==> src/tse_pkg.sv <==
// tse_pkg: shared constants for the transmission status encoder
// assumes: byte-addressed avalon-mm slave, 32-bit data, one word per register
package tse_pkg;
    // register byte offsets
    localparam logic [3:0]  ADDR_CFG        = 4'h0;
    localparam logic [3:0]  ADDR_STAT       = 4'h4;
    localparam logic [3:0]  ADDR_COND       = 4'h8;
    // configuration field positions and reset value
    localparam int          CFG_W           = 6;
    localparam int          CFG_MANUAL_BIT  = 0;
    localparam int          CFG_DELAY_BIT   = 1;
    localparam int          CFG_SKIP_BIT    = 2;
    localparam int          CFG_DRV_BIT     = 3;
    localparam int          CFG_RNG_BIT     = 4;
    localparam int          CFG_THERM_BIT   = 5;
    localparam logic [5:0]  CFG_RST         = 6'h00;
    // status word field positions
    localparam int          STAT_PAT_LSB    = 0;
    localparam int          STAT_DELAY_BIT  = 3;
    localparam int          STAT_SKIP_BIT   = 4;
    localparam int          STAT_TAP_LSB    = 5;
    localparam int          STAT_THERM_LSB  = 7;
    // width of the synchronised condition vector
    localparam int          COND_W          = 12;
    // shift pattern codes
    localparam logic [2:0]  PAT_DEFAULT     = 3'h0;
    localparam logic [2:0]  PAT_LAST        = 3'h4;
    localparam logic [2:0]  PAT_RSV_NONPROT = 3'h5;
    localparam logic [2:0]  PAT_RSV_PROT    = 3'h6;
    // tap mode codes and enable switch request codes
    localparam logic [1:0]  TAP_NONE        = 2'h0;
    localparam logic [1:0]  TAP_DRV         = 2'h1;
    localparam logic [1:0]  TAP_RNG         = 2'h2;
    localparam logic [1:0]  TAPREQ_DRV      = 2'h1;
    localparam logic [1:0]  TAPREQ_RNG      = 2'h2;
    // thermal management codes
    localparam logic [1:0]  THERM_NORMAL    = 2'h0;
    localparam logic [1:0]  THERM_CM        = 2'h1;
    localparam logic [1:0]  THERM_INTERV    = 2'h2;
    // bus handshake states
    typedef enum logic {
        BUS_IDLE,
        BUS_DONE
    } tse_bus_state_type;
endpackage : tse_pkg

==> src/tse_encoder.sv <==
// tse_encoder: encodes transmission status fields for the platform side
// assumes: condition inputs arrive asynchronously from pins, avalon master on clock
// Function
// - shift pattern status is three bits; 0 default, 1 to 4 patterns one-four.
// - report most recently activated of four pattern switches, not internal pattern.
// - never output the two reserved protection-related pattern codes.
// - when driver deselects pattern switches, output default pattern code.
// - delayed shifts flag active in cold warm-up, else inactive; inactive after reset.
// - delayed shifts flag held inactive when feature unsupported or manual.
// - skip shift true while manual upshift to next gear is inhibited.
// - skip shift false for automatics or manuals without the feature.
// - tap status 1 when switch requests driver shift control and no fault.
// - tap status 2 when switch requests electronic range select and no fault.
// - tap status 0 otherwise; always 0 when neither mode supported or manual.
// - thermal status 1 when operation is altered to reduce heat.
// - thermal status 2 when immediate driver action is needed.
// - thermal status 0 when thermal management absent or manual.
`timescale 1ns/1ps
module tse_encoder (
    input  wire logic        clock,
    input  wire logic        rst_n,
    input  wire logic [3:0]  avs_address,
    input  wire logic        avs_read,
    input  wire logic        avs_write,
    input  wire logic [31:0] avs_writedata,
    input  wire logic [3:0]  avs_byteenable,
    output logic      [31:0] avs_readdata,
    output logic             avs_waitrequest,
    input  wire logic [3:0]  pattern_switch_active,
    input  wire logic        warmup_mode,
    input  wire logic        upshift_inhibit,
    input  wire logic [1:0]  tap_enable_request,
    input  wire logic        drv_shift_fault,
    input  wire logic        range_sel_fault,
    input  wire logic        heat_reduction_active,
    input  wire logic        driver_action_needed,
    output logic      [2:0]  shift_pattern_status,
    output logic             shifts_delayed,
    output logic             skip_shift_on,
    output logic      [1:0]  tap_mode_status,
    output logic      [1:0]  thermal_status
);
    tse_pkg::tse_bus_state_type bus_state_r;

    logic [tse_pkg::COND_W-1:0] cond_s;
    logic [tse_pkg::CFG_W-1:0]  cfg_r;
    logic [31:0]                rd_nxt;
    logic [3:0]                 sw_s;
    logic [3:0]                 sw_prev_r;
    logic [3:0]                 sw_rise;
    logic                       sw_desel;
    logic [2:0]                 pat_new;
    logic [2:0]                 pattern_r;
    logic                       warm_s;
    logic                       inhibit_s;
    logic [1:0]                 tapreq_s;
    logic                       sflt_s;
    logic                       rflt_s;
    logic                       heat_s;
    logic                       drv_s;
    logic                       is_manual;
    logic                       delay_ok;
    logic                       skip_ok;
    logic                       drv_ok;
    logic                       rng_ok;
    logic                       therm_ok;
    logic                       delayed_r;
    logic                       skip_r;
    logic [1:0]                 tap_r;
    logic [1:0]                 therm_r;
    logic [1:0]                 tap_nxt;
    logic [1:0]                 therm_nxt;
    logic                       bus_done;

    // all condition pins pass two flops before use
    tse_sync #(
        .W (tse_pkg::COND_W)
    ) u_sync (
        .clock (clock),
        .rst_n (rst_n),
        .d     ({pattern_switch_active, warmup_mode, upshift_inhibit,
                 tap_enable_request, drv_shift_fault, range_sel_fault,
                 heat_reduction_active, driver_action_needed}),
        .q     (cond_s)
    );

    assign sw_s      = cond_s[11:8];
    assign warm_s    = cond_s[7];
    assign inhibit_s = cond_s[6];
    assign tapreq_s  = cond_s[5:4];
    assign sflt_s    = cond_s[3];
    assign rflt_s    = cond_s[2];
    assign heat_s    = cond_s[1];
    assign drv_s     = cond_s[0];

    assign is_manual = cfg_r[tse_pkg::CFG_MANUAL_BIT];
    assign delay_ok  = cfg_r[tse_pkg::CFG_DELAY_BIT] & ~is_manual;
    assign skip_ok   = cfg_r[tse_pkg::CFG_SKIP_BIT] & is_manual;
    assign drv_ok    = cfg_r[tse_pkg::CFG_DRV_BIT] & ~is_manual;
    assign rng_ok    = cfg_r[tse_pkg::CFG_RNG_BIT] & ~is_manual;
    assign therm_ok  = cfg_r[tse_pkg::CFG_THERM_BIT] & ~is_manual;

    // avalon handshake: one wait cycle, answer in the following cycle
    assign bus_done        = (bus_state_r == tse_pkg::BUS_DONE);
    assign avs_waitrequest = ~bus_done;

    always_ff @(posedge clock)
    begin
        if (!rst_n)
        begin
            bus_state_r <= tse_pkg::BUS_IDLE;
        end
        else
        begin
            unique case (bus_state_r)
                tse_pkg::BUS_IDLE:
                begin
                    if (avs_read || avs_write)
                    begin
                        bus_state_r <= tse_pkg::BUS_DONE;
                    end
                end
                tse_pkg::BUS_DONE:
                begin
                    bus_state_r <= tse_pkg::BUS_IDLE;
                end
            endcase
        end
    end

    // configuration write, only byte lane 0 carries fields
    always_ff @(posedge clock)
    begin
        if (!rst_n)
        begin
            cfg_r <= tse_pkg::CFG_RST;
        end
        else if (bus_done && avs_write && avs_address == tse_pkg::ADDR_CFG
                 && avs_byteenable[0])
        begin
            cfg_r <= avs_writedata[tse_pkg::CFG_W-1:0];
        end
    end

    // read mux; unmapped offsets read zero
    always_comb
    begin
        rd_nxt = 32'h0;
        unique case (avs_address)
            tse_pkg::ADDR_CFG:
            begin
                rd_nxt[tse_pkg::CFG_W-1:0] = cfg_r;
            end
            tse_pkg::ADDR_STAT:
            begin
                rd_nxt[tse_pkg::STAT_PAT_LSB +: 3]   = pattern_r;
                rd_nxt[tse_pkg::STAT_DELAY_BIT]      = delayed_r;
                rd_nxt[tse_pkg::STAT_SKIP_BIT]       = skip_r;
                rd_nxt[tse_pkg::STAT_TAP_LSB +: 2]   = tap_r;
                rd_nxt[tse_pkg::STAT_THERM_LSB +: 2] = therm_r;
            end
            tse_pkg::ADDR_COND:
            begin
                rd_nxt[tse_pkg::COND_W-1:0] = cond_s;
            end
            default:
            begin
                rd_nxt = 32'h0;
            end
        endcase
    end

    always_ff @(posedge clock)
    begin
        if (!rst_n)
        begin
            avs_readdata <= 32'h0;
        end
        else if (!bus_done && avs_read)
        begin
            avs_readdata <= rd_nxt;
        end
    end

    // shift pattern tracking
    assign sw_rise  = sw_s & ~sw_prev_r;
    assign sw_desel = (sw_prev_r != 4'h0) && (sw_s == 4'h0);

    // lowest switch wins when several rise together; codes stay in 1..4
    always_comb
    begin
        pat_new = tse_pkg::PAT_DEFAULT;
        for (int i = 3; i >= 0; i--)
        begin
            if (sw_rise[i])
            begin
                pat_new = 3'(i + 1);
            end
        end
    end

    always_ff @(posedge clock)
    begin
        if (!rst_n)
        begin
            sw_prev_r <= 4'h0;
        end
        else
        begin
            sw_prev_r <= sw_s;
        end
    end

    always_ff @(posedge clock)
    begin
        if (!rst_n)
        begin
            pattern_r <= tse_pkg::PAT_DEFAULT;
        end
        else if (sw_rise != 4'h0)
        begin
            pattern_r <= pat_new;
        end
        else if (sw_desel)
        begin
            pattern_r <= tse_pkg::PAT_DEFAULT;
        end
    end

    // single-bit flags
    always_ff @(posedge clock)
    begin
        if (!rst_n)
        begin
            delayed_r <= 1'b0;
            skip_r    <= 1'b0;
        end
        else
        begin
            delayed_r <= warm_s & delay_ok;
            skip_r    <= inhibit_s & skip_ok;
        end
    end

    // tap mode selection
    always_comb
    begin
        tap_nxt = tse_pkg::TAP_NONE;
        if (drv_ok && tapreq_s == tse_pkg::TAPREQ_DRV && !sflt_s)
        begin
            tap_nxt = tse_pkg::TAP_DRV;
        end
        else if (rng_ok && tapreq_s == tse_pkg::TAPREQ_RNG && !rflt_s)
        begin
            tap_nxt = tse_pkg::TAP_RNG;
        end
    end

    // thermal management; driver intervention outranks countermeasures
    always_comb
    begin
        therm_nxt = tse_pkg::THERM_NORMAL;
        if (therm_ok && drv_s)
        begin
            therm_nxt = tse_pkg::THERM_INTERV;
        end
        else if (therm_ok && heat_s)
        begin
            therm_nxt = tse_pkg::THERM_CM;
        end
    end

    always_ff @(posedge clock)
    begin
        if (!rst_n)
        begin
            tap_r   <= tse_pkg::TAP_NONE;
            therm_r <= tse_pkg::THERM_NORMAL;
        end
        else
        begin
            tap_r   <= tap_nxt;
            therm_r <= therm_nxt;
        end
    end

    assign shift_pattern_status = pattern_r;
    assign shifts_delayed       = delayed_r;
    assign skip_shift_on        = skip_r;
    assign tap_mode_status      = tap_r;
    assign thermal_status       = therm_r;
endmodule : tse_encoder

==> src/tse_sync.sv <==
// tse_sync: two-flop synchroniser for a vector of slow levels
// assumes: each bit is an independent level, no bus coherence needed
`timescale 1ns/1ps
module tse_sync #(
    parameter int W = 1
) (
    input  wire logic         clock,
    input  wire logic         rst_n,
    input  wire logic [W-1:0] d,
    output logic      [W-1:0] q
);
    logic [W-1:0] meta_r;

    always_ff @(posedge clock)
    begin
        if (!rst_n)
        begin
            meta_r <= '0;
            q      <= '0;
        end
        else
        begin
            meta_r <= d;
            q      <= meta_r;
        end
    end
endmodule : tse_sync

==> config.mk <==
export PLATFORM = sky130hd
export DESIGN_NAME = tse_encoder
export DESIGN_NICKNAME = d
export VERILOG_FILES = /design/src/tse_pkg.sv /design/src/tse_encoder.sv /design/src/tse_sync.sv
export SDC_FILE = /design/constraint.sdc
export NUM_CORES = 1
export LEC_CHECK = 0
export BUFFER_PORTS_ARGS = -buffer_cell sky130_fd_sc_hd__buf_2
export CORE_MARGIN = 1.5
export CORE_UTILIZATION = 49
export DETAILED_ROUTE_END_ITERATION = 12
export GPL_TIMING_DRIVEN = 0
export PLACE_DENSITY = 0.83
export SYNTH_ARGS = -nofsm -noshare
export SYNTH_HDL_FRONTEND = slang
export SYNTH_SLANG_ARGS = --single-unit
==> constraint.sdc <==
create_clock -name clock -period 1.9 [get_ports clock]
set_input_delay 0.19 -clock clock [delete_from_list [all_inputs] [get_ports clock]]
set_output_delay 0.19 -clock clock [all_outputs]
set_load 0.05 [all_outputs]
# Yosys cells after proc, flatten, opt, wreduce, memory -nomap -nowiden
# Cells that the tools add are included.
totals:
  word_cells: 66
  regBits: 56
  in_bits: 56
classes:
  eq_ne: 4
  n_reduce_logical: 22
  bitwise: 12
  mux: 15
ops:
  columns: ["operator", "count"]
  rows:
  - ["3-bit 2-to-1 mux", 7]
  - ["6-bit case mux with 3 select lines", 1]
  - ["1-bit logical AND", 11]
  - ["4-bit zero test", 2]
  - ["4-bit nonzero test", 2]
  - ["1-bit bitwise AND", 7]
  - ["3-bit case mux with 2 select lines", 1]
  - ["4-bit bitwise AND", 1]
  - ["4-bit by 3-bit equality test with 1-bit output, second input constant", 1]
  - ["4-bit equality test, second input constant", 1]
  - ["2-bit 2-to-1 mux", 2]
  - ["4-bit inverter", 1]
  - ["2-bit OR reduction", 2]
  - ["1-bit zero test", 3]
  - ["1-bit 2-to-1 mux", 3]
  - ["1-bit inverter", 3]
  - ["2-bit by 1-bit equality test with 1-bit output, second input constant", 1]
  - ["2-bit equality test, second input constant", 1]
  - ["1-bit case mux with 2 select lines", 1]
  - ["2-bit nonzero test", 1]
  - ["1-bit logical OR", 1]

# Logic depth before layout (Yosys ltp)
# Gate-level depths: netlist of the first run.
logic_depth:
  depth_word: 7
  mapped_depth: 5
  depth_no_buf: 3

# Hierarchy
# Synthesis of the first run repeated with hierarchy kept, for this count alone.
unflattened:
  hier_cells: 208
  hier_area_um2: 2194.6
modules_own_cells:
  columns: ["module", "seq_area_each_um2", "cells_per_inst", "instances", "area_each_um2"]
  rows:
  - ["tse_encoder", 640.6, 158, 1, 1519.0]
  - ["tse_sync", 480.5, 50, 1, 675.6]

# Least setup slack after synthesis of the first run
# No wires, ideal clock.
synth_path:
  kind: "reg2reg"
  start: "reg u_sync.q[10]"
  end: "reg pattern_r[0], in the netlist shift_pattern_status[0]"
  slack_ps: 683
  stages_incl_launch_ff: 4
  t_required_ps: 1764
  setup_time_ps: 136
  arrival_ps: 1081
  path_cell_list: "dfxtp_1 or4_1 o21ai_1 o32ai_1"
synth_between:
  elab_chain_cells: 5
  word_cells_on_any_way: 9
synth_rtl:
  columns: ["item", "line_no", "text"]
  rows:
  - ["start: declaration", "tse_sync.sv:10", "output logic [W-1:0] q"]
  - ["start signal: assignment", "tse_sync.sv:24", "q <= meta_r;"]
  - ["4-bit bitwise AND", "tse_encoder.sv:186", "assign sw_rise = sw_s & ~sw_prev_r;"]
  - ["3-bit 2-to-1 mux (3 in a row)", "tse_encoder.sv:195", "if (sw_rise[i])"]
  - ["3-bit 2-to-1 mux", "tse_encoder.sv:220", "else if (sw_rise != 4'h0)"]
  - ["end signal: assignment", "tse_encoder.sv:218", "pattern_r <= tse_pkg::PAT_DEFAULT;"]
  - ["end signal: assignment", "tse_encoder.sv:222", "pattern_r <= pat_new;"]
  - ["end signal: assignment", "tse_encoder.sv:226", "pattern_r <= tse_pkg::PAT_DEFAULT;"]
  - ["end: declaration", "tse_encoder.sv:53", "logic [2:0] pattern_r;"]
# Several ways; a longest one is shown, not always the timed one.
# A chain may end at the register's enable or synchronous reset.

# Final worst setup path of the first run
layout_path:
  start: "reg bus_state_r, in the netlist bus_done"
  end: "reg avs_readdata[2]"
layout_between:
  elab_chain_cells: 2
layout_rtl:
  columns: ["item", "line_no", "text"]
  rows:
  - ["start: declaration", "tse_encoder.sv:43", "tse_pkg::tse_bus_state_type bus_state_r;"]
  - ["start signal: assignment", "tse_encoder.sv:111", "bus_state_r <= tse_pkg::BUS_IDLE;"]
  - ["start signal: assignment", "tse_encoder.sv:120", "bus_state_r <= tse_pkg::BUS_DONE;"]
  - ["start signal: assignment", "tse_encoder.sv:125", "bus_state_r <= tse_pkg::BUS_IDLE;"]
  - ["1-bit zero test", "tse_encoder.sv:179", "else if (!bus_done && avs_read)"]
  - ["1-bit logical AND", "tse_encoder.sv:179", null]
  - ["end signal: assignment", "tse_encoder.sv:181", "avs_readdata <= rd_nxt;"]
  - ["end: declaration", "tse_encoder.sv:27", "output logic [31:0] avs_readdata,"]
# Every way passes these cells.

==> impl_metrics.csv, run 1 <==
group,metric,value,unit
timing,finalCriticalPeriod,1.41,ns
clock_tree,cts_tree,"done",
timing,finalHoldViolCount,0,
critical_path,cp.arrival,1.62,ns
layout,synthToLayoutAreaGrowth,22.4,%
logic_synthesis,synth_edf_count,0,
logic_synthesis,synth.yosys.warnings,0,
power,switchingPower,0.000597,W
floorplanning,rows,23,
layout,layout_commonest_cell,"dfxtp_1",
outcome,outcome,"completed",
floorplanning,die_w,69.2,um
power,total_power,0.00230,W
layout,final_core_util,63.8,%
place,hpwlAfterDp,3130,um
logic_synthesis,ys_seq_area_share,52.2,%
timing,rsz0062_at_grt,"no",
clock_tree,cts.sinks,56,
logic_synthesis,synth_area,0.00215,mm^2
clock_tree,cts_setup_buffers,0,
clock_tree,path_clk_slew,0.10,ns
critical_path,cp_cell_sequence,"nor2b_1, nor2_1, a22o_1",
clock_tree,cts_buffers,5,
power,switching_share,26.0,%
logic_synthesis,async_flop_share,0,%
clock_tree,hold_buffers,0,
logic_synthesis,syn_area_per_cell,10.3,um^2
routing,dr.pass1.iters,4,
layout,final_cell_mix,"56 x dfxtp_1, 49 x buf_2, 28 x and2_1, 21 x buf_4, 20 x conb_1",
timing,fmax,0.708,GHz
logic_synthesis,synth.distinct_cells,36,
routing,drc_errors,0,
floorplanning,die_height,69.2,um
routing,drt_iter0_drc,67,
timing,finalSetupViolCount,0,
power,clock_power_share,33.0,%
logic_synthesis,dominantRegCellSynth,"dfxtp_1",
global_routing,grt_pass1_wl,6760,um
timing,fin_setup_tns,0,ns
critical_path,crit_slowest_cell,"nor2b_1",
power,peakVddDrop,579,uV
place,io_buffer_count,47,
clock_tree,cts_root_buf,"clkbuf_8",
routing,routed_wl,4050,um
routing,num_vias,1616,
timing,drv_slew,0,
floorplanning,pin_count,98,
global_routing,track_usage,17.8,%
clock_tree,ctsLongestPathBuffers,2,
clock_tree,insertion_delay,0.31,ns
layout,diodes,0,
global_routing,first_global_vias,1477,
floorplanning,core_area,0.00412,mm^2
layout,finalNetCount,338,
critical_path,end_kind,"register",
power,combPwrFrac,13.4,%
critical_path,worst-setup-path-type,"register to register",
critical_path,crit_fanout,7,
routing,wl_per_cell,12.1,um
power,p_per_area,874,mW/mm^2
critical_path,crit_family,"simple AND/OR/NAND/NOR gates",
place,place_area,0.00252,mm^2
power,p_int,0.00170,W
power,pwr-share-seq,53.6,%
timing,relSlewSlack,58.1,%
run,maxCapViolCount,0,
critical_path,cp-start-kind,"register",
global_routing,grt_overflow,0,
critical_path,crit_path_max_incr_delay,0.45,ns
layout,stdcell_area,0.00263,mm^2
critical_path,cp.required,2.11,ns
logic_synthesis,synth-seq-cells,56,
timing,finalCritPeriodShare,74.3,%
critical_path,critPathBufInv,0,
clock_tree,cts_resized,0,
worst_hold_path,hold_class,"input port to register",
global_routing,grt_start_max_net_pins,18,
floorplanning,die_area,0.00479,mm^2
clock_tree,htree_levels,2,
logic_synthesis,synthCells,209,
routing,ant_nets,0,
floorplanning,start_util,52.2,%
place,gp_congestion,0.878,
global_routing,antenna_found_initial,0,
power,cellLeakagePower,1.19,nW
layout,drive_gt1_share,29.3,%
timing,skew,0.0137,ns
timing,holdWs,0.0850,ns
timing,worst_pin_slew,0.626,ns
routing,viasPerCell,4.85,
==> sequential cells by signal (all words and copies together), names as in the netlist <==
name and cells:
cfg_r 6, tap_mode_status 2, sw_prev_r 4, avs_readdata 12
thermal_status 2, skip_shift_on 1, shift_pattern_status 3, shifts_delayed 1
u_sync.q 12, bus_done 1, u_sync.meta_r 12
==> logic make-up (layout without fill, tap and decap cells) <==
kind of cell,Yosys count,after routing,share of synthesized area (%)
AND/OR/NAND/NOR,75,75,22.3
flip-flops,56,56,52.2
AO/OA/AOI/OAI,40,40,13.3
buffers and inverters,31,86,9.21
multiplexers,6,6,2.80
other,1,20,0.175
==> per-layer routing <==
metal | vias to the layer above | wire length, um | GRT usage (%)
li1 | 831 | - | -
met1 | 717 | 1850 | 22.2
met2 | 63 | 1830 | 28.6
met3 | 5 | 303 | 5.81
met4 | 0 | 53 | 7.19
met5 | - | 0 | 0
==> metrics by stage <==
step                setup slack (ns)  std cells
CTS                            0.481        333
global route                   0.393        333
finish                         0.488        333
global placement               0.567        325
detailed placement             0.508        325
floorplan                      0.683        228
==> cell usage after synthesis, types with 2 or more instances <==
master | number | share of area [%]
dfxtp_1 | 56 | 52
mux2i_1 | 6 | 2.8
clkbuf_1 | 5 | 0.87
buf_4 | 21 | 7.3
nand4b_1 | 2 | 0.82
nor2b_1 | 5 | 1.5
and3_1 | 2 | 0.58
nand2b_1 | 4 | 1.2
o21ai_0 | 7 | 1.6
a22o_1 | 6 | 2.4
and4b_1 | 2 | 0.93
nand2_1 | 4 | 0.70
buf_2 | 2 | 0.47
a21oi_1 | 10 | 2.3
o2bb2ai_1 | 6 | 2.4
o21ai_1 | 4 | 0.93
a221oi_1 | 3 | 1.2
inv_1 | 3 | 0.52
nor2_1 | 6 | 1.0
and2_1 | 28 | 8.2
and4_1 | 2 | 0.82
nor4b_2 | 2 | 1.4
nand3_1 | 10 | 2.3
==> layout make-up <==
class / count / area (um^2)
plain buffers: 28 / 186
multi-input cells: 141 / 900
flip-flops and latches: 56 / 1120
inverters: 3 / 11.3
repair buffers: 47 / 235
clock buffers: 5 / 68.8
clock inverters: 3 / 42.5
well taps: 50 / 62.6
fillers: 351 / 1490
==> power groups by stage <==
| stage | logic [W] | clock network, W | registers [W] |
|---|---|---|---|
| 6_report | 0.000308 | 0.000758 | 0.00123 |
| 5_1_grt | 0.000330 | 0.000822 | 0.00123 |
| 4_1_cts | 0.000308 | 0.000772 | 0.00123 |
| 3_5_place_dp | 0.000308 | 0 | 0.00126 |
| 3_3_place_gp | 0.000304 | 0 | 0.00126 |
| 2_1_floorplan | 0.000213 | 0 | 0.00128 |
==> path summary, 6_finish.rpt <==
kind / cells after the start / end / slack (ns) / startpoint
max: 3 / avs_readdata[2] / 0.49 / bus_done
min: 2 / u_sync.meta_r[5] / 0.09 / tap_enable_request[1]
min reg2reg: 1 / u_sync.q[9] / 0.44 / u_sync.meta_r[9]
max reg2reg: 3 / avs_readdata[2] / 0.49 / bus_done
No activity file was read; power rests on OpenSTA's default activity.
==> inputs of run 2 (changes only) <==
--- a/config.mk
+++ b/config.mk
@@ -5,12 +5,13 @@
 export SDC_FILE = /design/constraint.sdc
 export NUM_CORES = 1
 export LEC_CHECK = 0
+export ABC_AREA = 1
 export BUFFER_PORTS_ARGS = -buffer_cell sky130_fd_sc_hd__buf_2
 export CORE_MARGIN = 1.5
-export CORE_UTILIZATION = 49
+export CORE_UTILIZATION = 46
 export DETAILED_ROUTE_END_ITERATION = 12
 export GPL_TIMING_DRIVEN = 0
-export PLACE_DENSITY = 0.83
+export PLACE_DENSITY = 0.78
 export SYNTH_ARGS = -nofsm -noshare
 export SYNTH_HDL_FRONTEND = slang
 export SYNTH_SLANG_ARGS = --single-unit
==> constraint.sdc (replaced) <==
create_clock -name clock -period 1.3 [get_ports clock]
set_input_delay 0.13 -clock clock [delete_from_list [all_inputs] [get_ports clock]]
set_output_delay 0.13 -clock clock [all_outputs]
set_load 0.05 [all_outputs]
==> run 2 against run 1 <==
Net effect: combinational power rose by 56%; flip-flop and latch count unchanged; non-clock buffer count increased by 11; design area up 6.4%; synthesized area grew 2.3%; global-route usage barely moved; register-to-register slack got worse by 0.33 ns; clock skew down 0.0030 ns; synthesized cell count rose by 41%; worst hold slack lost 0.068 ns; die area increased by 8.5%; maximum frequency grew 23%; critical endpoint is now avs_readdata[9]; largest power group unchanged.
==> impl_metrics.csv, run 2 <==
group,metric,value,unit
clock_tree,path_clk_slew,0.10,ns
critical_path,worst-setup-path-type,"register to register",
clock_tree,insertion_delay,0.31,ns
power,peakVddDrop,595,uV
timing,finalSetupViolCount,0,
routing,dr.pass1.iters,4,
critical_path,cp.arrival,1.39,ns
timing,fmax,0.874,GHz
critical_path,crit_start,"bus_done",
floorplanning,core_area,0.00447,mm^2
floorplanning,die_height,72.1,um
logic_synthesis,yosysTopAreaCell,"dfxtp_1",
outcome,outcome,"completed",
power,p_per_area,1210,mW/mm^2
logic_synthesis,synth_area,0.00220,mm^2
layout,diodes,0,
critical_path,rr_startpoint,"bus_done",
logic_synthesis,ys_seq_area_share,51.1,%
floorplanning,start_util,49.1,%
layout,layout_commonest_cell,"nand2_1",
global_routing,first_global_vias,1710,
routing,num_vias,1944,
layout,synthToLayoutAreaGrowth,27.4,%
timing,skew,0.0107,ns
logic_synthesis,syn_area_per_cell,7.47,um^2
clock_tree,htree_levels,2,
clock_tree,cts_buffers,5,
timing,finalCriticalPeriod,1.14,ns
timing,rsz0062_at_grt,"no",
global_routing,grt_pass1_wl,7220,um
layout,stdcell_count,432,
timing,finalHoldViolCount,0,
logic_synthesis,synth-seq-cells,56,
place,io_buffer_count,48,
routing,viasPerCell,4.50,
routing,routed_wl,4270,um
clock_tree,cts.sinks,56,
logic_synthesis,async_flop_share,0,%
clock_tree,cts_tree,"done",
layout,final_cell_mix,"65 x nand2_1, 56 x dfxtp_1, 50 x buf_2, 43 x inv_1, 39 x nand3_1",
floorplanning,die_w,72.1,um
logic_synthesis,synth_edf_count,0,
layout,drive_gt1_share,22.4,%
power,cellLeakagePower,1.51,nW
clock_tree,cts_root_buf,"clkbuf_8",
critical_path,crit_fanout,10,
worst_hold_path,hold_class,"input port to register",
worst_hold_path,hp-start,"upshift_inhibit",
logic_synthesis,dominantRegCellSynth,"dfxtp_1",
logic_synthesis,synth.yosys.warnings,0,
routing,wl_per_cell,9.88,um
routing,drt_iter0_drc,148,
layout,top_regs,"avs_readdata: 12 flops, u_sync.meta_r: 12 flops, u_sync.q: 12 flops",
timing,finalCritPeriodShare,88.0,%
logic_synthesis,synth.most_common_cell,"nand2_1",
routing,ant_nets,0,
critical_path,end_kind,"register",
run,maxCapViolCount,0,
global_routing,grt_start_max_net_pins,18,
logic_synthesis,synthDominantCellAreaShare,51.1,%
logic_synthesis,synth.distinct_cells,21,
global_routing,antenna_found_initial,0,
layout,finalNetCount,435,
logic_synthesis,synth_commonest_cells,"65 x nand2_1, 56 x dfxtp_1, 43 x inv_1, 39 x nand3_1, 31 x nor2_1",
place,placed_cells,413,
floorplanning,die_area,0.00520,mm^2
clock_tree,ctsLongestPathBuffers,2,
routing,drc_errors,0,
logic_synthesis,synthCells,294,
place,hpwlAfterDp,3240,um
global_routing,grt_overflow,0,
place,gp_congestion,0.923,
global_routing,track_usage,17.8,%
timing,drv_slew,0,
floorplanning,pin_count,98,
critical_path,cp.required,1.55,ns
critical_path,cp-start-kind,"register",
logic_synthesis,synthTopCellsByArea,"dfxtp_1 51%, nand2_1 11%, nand3_1 8.9%",
timing,fin_setup_tns,0,ns
floorplanning,rows,24,
## run 2: cell count changes in the layout (fill, tap and decap cells not counted), moves of 11 or more
cell	change
nor2_1	+24
and2_1	-27
nand2_1	+61
nand3_1	+29
inv_1	+40
dlygate4sd3_1	+11
## run 2: logic make-up (layout without fill, tap and decap cells)
group	count (synthesis)	count (layout)	synth area share, %
buf+inv	73	140	16.2
other cells	1	20	0.171
flops	56	56	51.1
simple gates	146	146	28.4
compound gates	18	18	4.10
## run 2: power breakdown
part	switching, W	internal (W)
clock network	0.000540	0.000570
registers	0.0000293	0.00177
logic	0.000325	0.000153
## run 2: cell type report
cell class,count,area [um^2]
plain buffers,27,183
clock buffers,5,68.8
clock inverters,3,42.5
fillers,446,1680
inverters,46,174
multi-input cells,184,792
flip-flops and latches,56,1120
well taps,52,65.1
repair buffers,59,350
## run 2: timing repair
action,in CTS,in global routing
endpoints found under the hold margin,11,0
setup endpoints to repair,0,11
hold buffers,11,0
resized for setup,0,2
setup buffers,0,0
## run 2: metal layers
metal	vias up	GRT usage (%)	wire [um]
li1	1029	-	-
met1	826	21.2	1830
met2	80	31.3	2030
met3	9	4.72	346
met4	0	5.66	55
met5	-	0	0
## run 2: critical path, cell delays in order, from the launching register on
cell	delay [ns]
dfxtp_1	0.35
nor2_2	0.21
buf_2	0.24
nand2_1	0.11
o21ai_0	0.17
## run 2: final timing paths
kind | slack [ns] | to | depth (start not counted)
hold reg to reg | 0.42 | u_sync.q[4] | 2
setup reg to reg | 0.16 | avs_readdata[9] | 4
hold / removal | 0.02 | u_sync.meta_r[6] | 3
setup / recovery | 0.16 | avs_readdata[9] | 4
## run 2: stage by stage
stage / power (W) / hold WS, ns / worst slack [ns] / utilization [%] / instance area, um^2
2_1_floorplan: 0.00219 / 0.228 / 0.241 / - / 2270
3_3_place_gp: 0.00228 / 0.314 / 0.0730 / 57.5 / 2570
3_5_place_dp: 0.00229 / 0.313 / 0.0719 / 57.5 / 2570
4_1_cts: 0.00341 / 0.0105 / 0.0511 / 62.4 / 2790
5_1_grt: 0.00352 / 0.0204 / 0.00449 / 62.5 / 2800
6_report: 0.00339 / 0.0167 / 0.156 / 62.5 / 2800
==> inputs of run 3 (changes only) <==
==> constraint.sdc (replaced) <==
create_clock -name clock -period 1.2 [get_ports clock]
set_input_delay 0.12 -clock clock [delete_from_list [all_inputs] [get_ports clock]]
set_output_delay 0.12 -clock clock [all_outputs]
set_load 0.05 [all_outputs]
==> run 3 against run 2 <==
Net effect: via count decreased by 0.15%; largest cell class unchanged; global-route usage hardly changed; setup slack lost 0.059 ns; cell count unchanged; clock skew down 0.00078 ns; register-to-register slack barely moved; critical path depth is 3 lower; flip-flop and latch count unchanged; count of clock-buffer cells in the layout stayed put; first-iteration DRC count shrank 12%; design area is 0.40% higher.
==> impl_metrics.csv, run 3 (synthesized netlist as in run 2, its figures left out) <==
group,metric,value,unit
floorplanning,die_height,72.1,um
global_routing,track_usage,17.8,%
critical_path,crit_slowest_cell,"dfxtp_1",
critical_path,cp-start-kind,"register",
timing,finalHoldViolCount,0,
timing,fin_ws,0.0963,ns
power,switching_share,26.4,%
place,io_buffer_count,48,
timing,skew,0.00989,ns
routing,drc_errors,0,
clock_tree,cts_tree,"done",
layout,layout_commonest_cell,"nand2_1",
critical_path,r2r_cells,4,
critical_path,crit_fanout,3,
clock_tree,cts.sinks,56,
routing,routed_wl,4320,um
timing,finalCriticalPeriod,1.10,ns
power,pwr-share-seq,53.1,%
floorplanning,die_area,0.00520,mm^2
floorplanning,die_w,72.1,um
critical_path,cp_cell_sequence,"buf_2",
worst_hold_path,hp-start,"upshift_inhibit",
layout,final_core_util,62.8,%
timing,drv_slew,0,
layout,drive_gt1_share,22.6,%
layout,final_cell_mix,"65 x nand2_1, 55 x dfxtp_1, 49 x buf_2, 43 x inv_1, 39 x nand3_1",
global_routing,grt_overflow,0,
power,combPwrFrac,14.3,%
layout,synthToLayoutAreaGrowth,27.9,%
power,p_per_area,1310,mW/mm^2
power,p_int,0.00270,W
power,total_power,0.00367,W
critical_path,worst-path-stages,1,
global_routing,first_global_vias,1710,
critical_path,critPathBufInv,1,
critical_path,crit_family,"flip-flops",
outcome,outcome,"completed",
routing,viasPerCell,4.49,
critical_path,end_kind,"output port",
floorplanning,start_util,49.1,%
power,clock_power_share,32.7,%
place,dp_slack,-0.0281,ns
layout,n_fill_cell,444,
power,cellLeakagePower,1.51,nW
clock_tree,cts_buffers,5,
critical_path,crit_start,"shift_pattern_status[0]",
critical_path,crit_path_max_incr_delay,0.39,ns
critical_path,rr_startpoint,"bus_done",
clock_tree,path_clk_slew,0.10,ns
layout,top_regs,"avs_readdata: 12 flops, u_sync.meta_r: 12 flops, u_sync.q: 12 flops",
clock_tree,ctsLongestPathBuffers,2,
routing,dr.pass1.iters,4,
critical_path,cp.arrival,0.98,ns
routing,num_vias,1941,
layout,diodes,0,
floorplanning,rows,24,
critical_path,cp-endpoint,"shift_pattern_status[0]",
clock_tree,insertion_delay,0.31,ns
place,gp_congestion,0.923,
timing,finalCritPeriodShare,92.0,%
floorplanning,core_area,0.00447,mm^2
timing,finalSetupViolCount,0,
routing,wl_per_cell,9.99,um
routing,drt_iter0_drc,130,
clock_tree,cts_root_buf,"clkbuf_8",
timing,fmax,0.906,GHz
global_routing,antenna_found_initial,0,
routing,ant_nets,0,
global_routing,grt_pass1_wl,7210,um
critical_path,worst_r2r_endpoint,"avs_readdata[9]",
clock_tree,htree_levels,2,
global_routing,grt_start_max_net_pins,18,
critical_path,cp.required,1.08,ns
power,switchingPower,0.000971,W
floorplanning,pin_count,98,
run,maxCapViolCount,0,
worst_hold_path,hold_class,"input port to register",
critical_path,r2r_setup_slack,0.16,ns
critical_path,worst-setup-path-type,"register to output port",
place,hpwlAfterDp,3240,um
power,peakVddDrop,647,uV
layout,finalNetCount,435,
timing,rsz0062_at_grt,"no",
==> run 3: cell count changes in the layout (fill, tap and decap cells not counted) <==
| cell | delta |
|---|---|
| buf_2 | -1 |
| inv_2 | -1 |
| clkbuf_4 | +1 |
| o21ai_1 | +2 |
| nor2_1 | -1 |
| dfxtp_1 | -1 |
| nor2_4 | +1 |
| dfxtp_2 | +1 |
| clkinv_1 | +1 |
| o21ai_0 | -2 |
==> run 3: timing repair <==
item	CTS	global route
setup endpoints to repair	8	13
gates cloned	0	0
hold buffers	11	0
pin swaps	0	0
resized for setup	1	6
setup buffers	0	0
hold endpoints to repair	11	0
==> run 3: per-stage QoR <==
step / instance area (um^2) / setup TNS (ns) / hold slack (ns) / cells
2_1_floorplan: 2270 / 0 / 0.218 / 313
3_3_place_gp: 2570 / -0.181 / 0.304 / 413
3_5_place_dp: 2570 / -0.0663 / 0.303 / 413
4_1_cts: 2800 / 0 / 0.000519 / 432
5_1_grt: 2810 / 0 / 0.0104 / 432
6_report: 2810 / 0 / 0.00891 / 432
==> run 3: per-layer routing <==
layer | part of all wire, % | vias up | global-route usage, %
met5 | 0 | - | 0
li1 | - | 1031 | -
met4 | 1.4 | 0 | 5.66
met2 | 48 | 82 | 31.3
met3 | 9.0 | 7 | 4.72
met1 | 41 | 821 | 21.1
==> run 3: how the worst min path moves through the flow <==
| stage | endpoint | depth (start not counted) |
|---|---|---|
| 2_1_floorplan | u_sync.meta_r[0] | 2 |
| 3_3_place_gp | u_sync.meta_r[0] | 3 |
| 3_5_place_dp | u_sync.meta_r[4] | 3 |
| 4_1_cts | u_sync.meta_r[6] | 3 |
| 5_1_grt | u_sync.meta_r[6] | 3 |
| 6_report | u_sync.meta_r[6] | 3 |
==> run 3: area by class of cell <==
cell class	count	area [um^2]	share of cell area, %
sequential	56	1120	40.0
multi-input combinational	184	800	28.5
timing repair buffer	59	350	12.5
buffer	27	185	6.60
inverter	46	174	6.19
clock buffer	5	68.8	2.45
tap	52	65.1	2.32
clock inverter	3	42.5	1.52
==> run 3: power groups by stage <==
stage / combinational (W) / clock, W / sequential, W
detailed placement: 0.000487 / 0 / 0.00199
CTS: 0.000515 / 0.00124 / 0.00195
finish: 0.000524 / 0.00120 / 0.00195
floorplan: 0.000341 / 0 / 0.00203
global placement: 0.000481 / 0 / 0.00199
global route: 0.000574 / 0.00130 / 0.00196
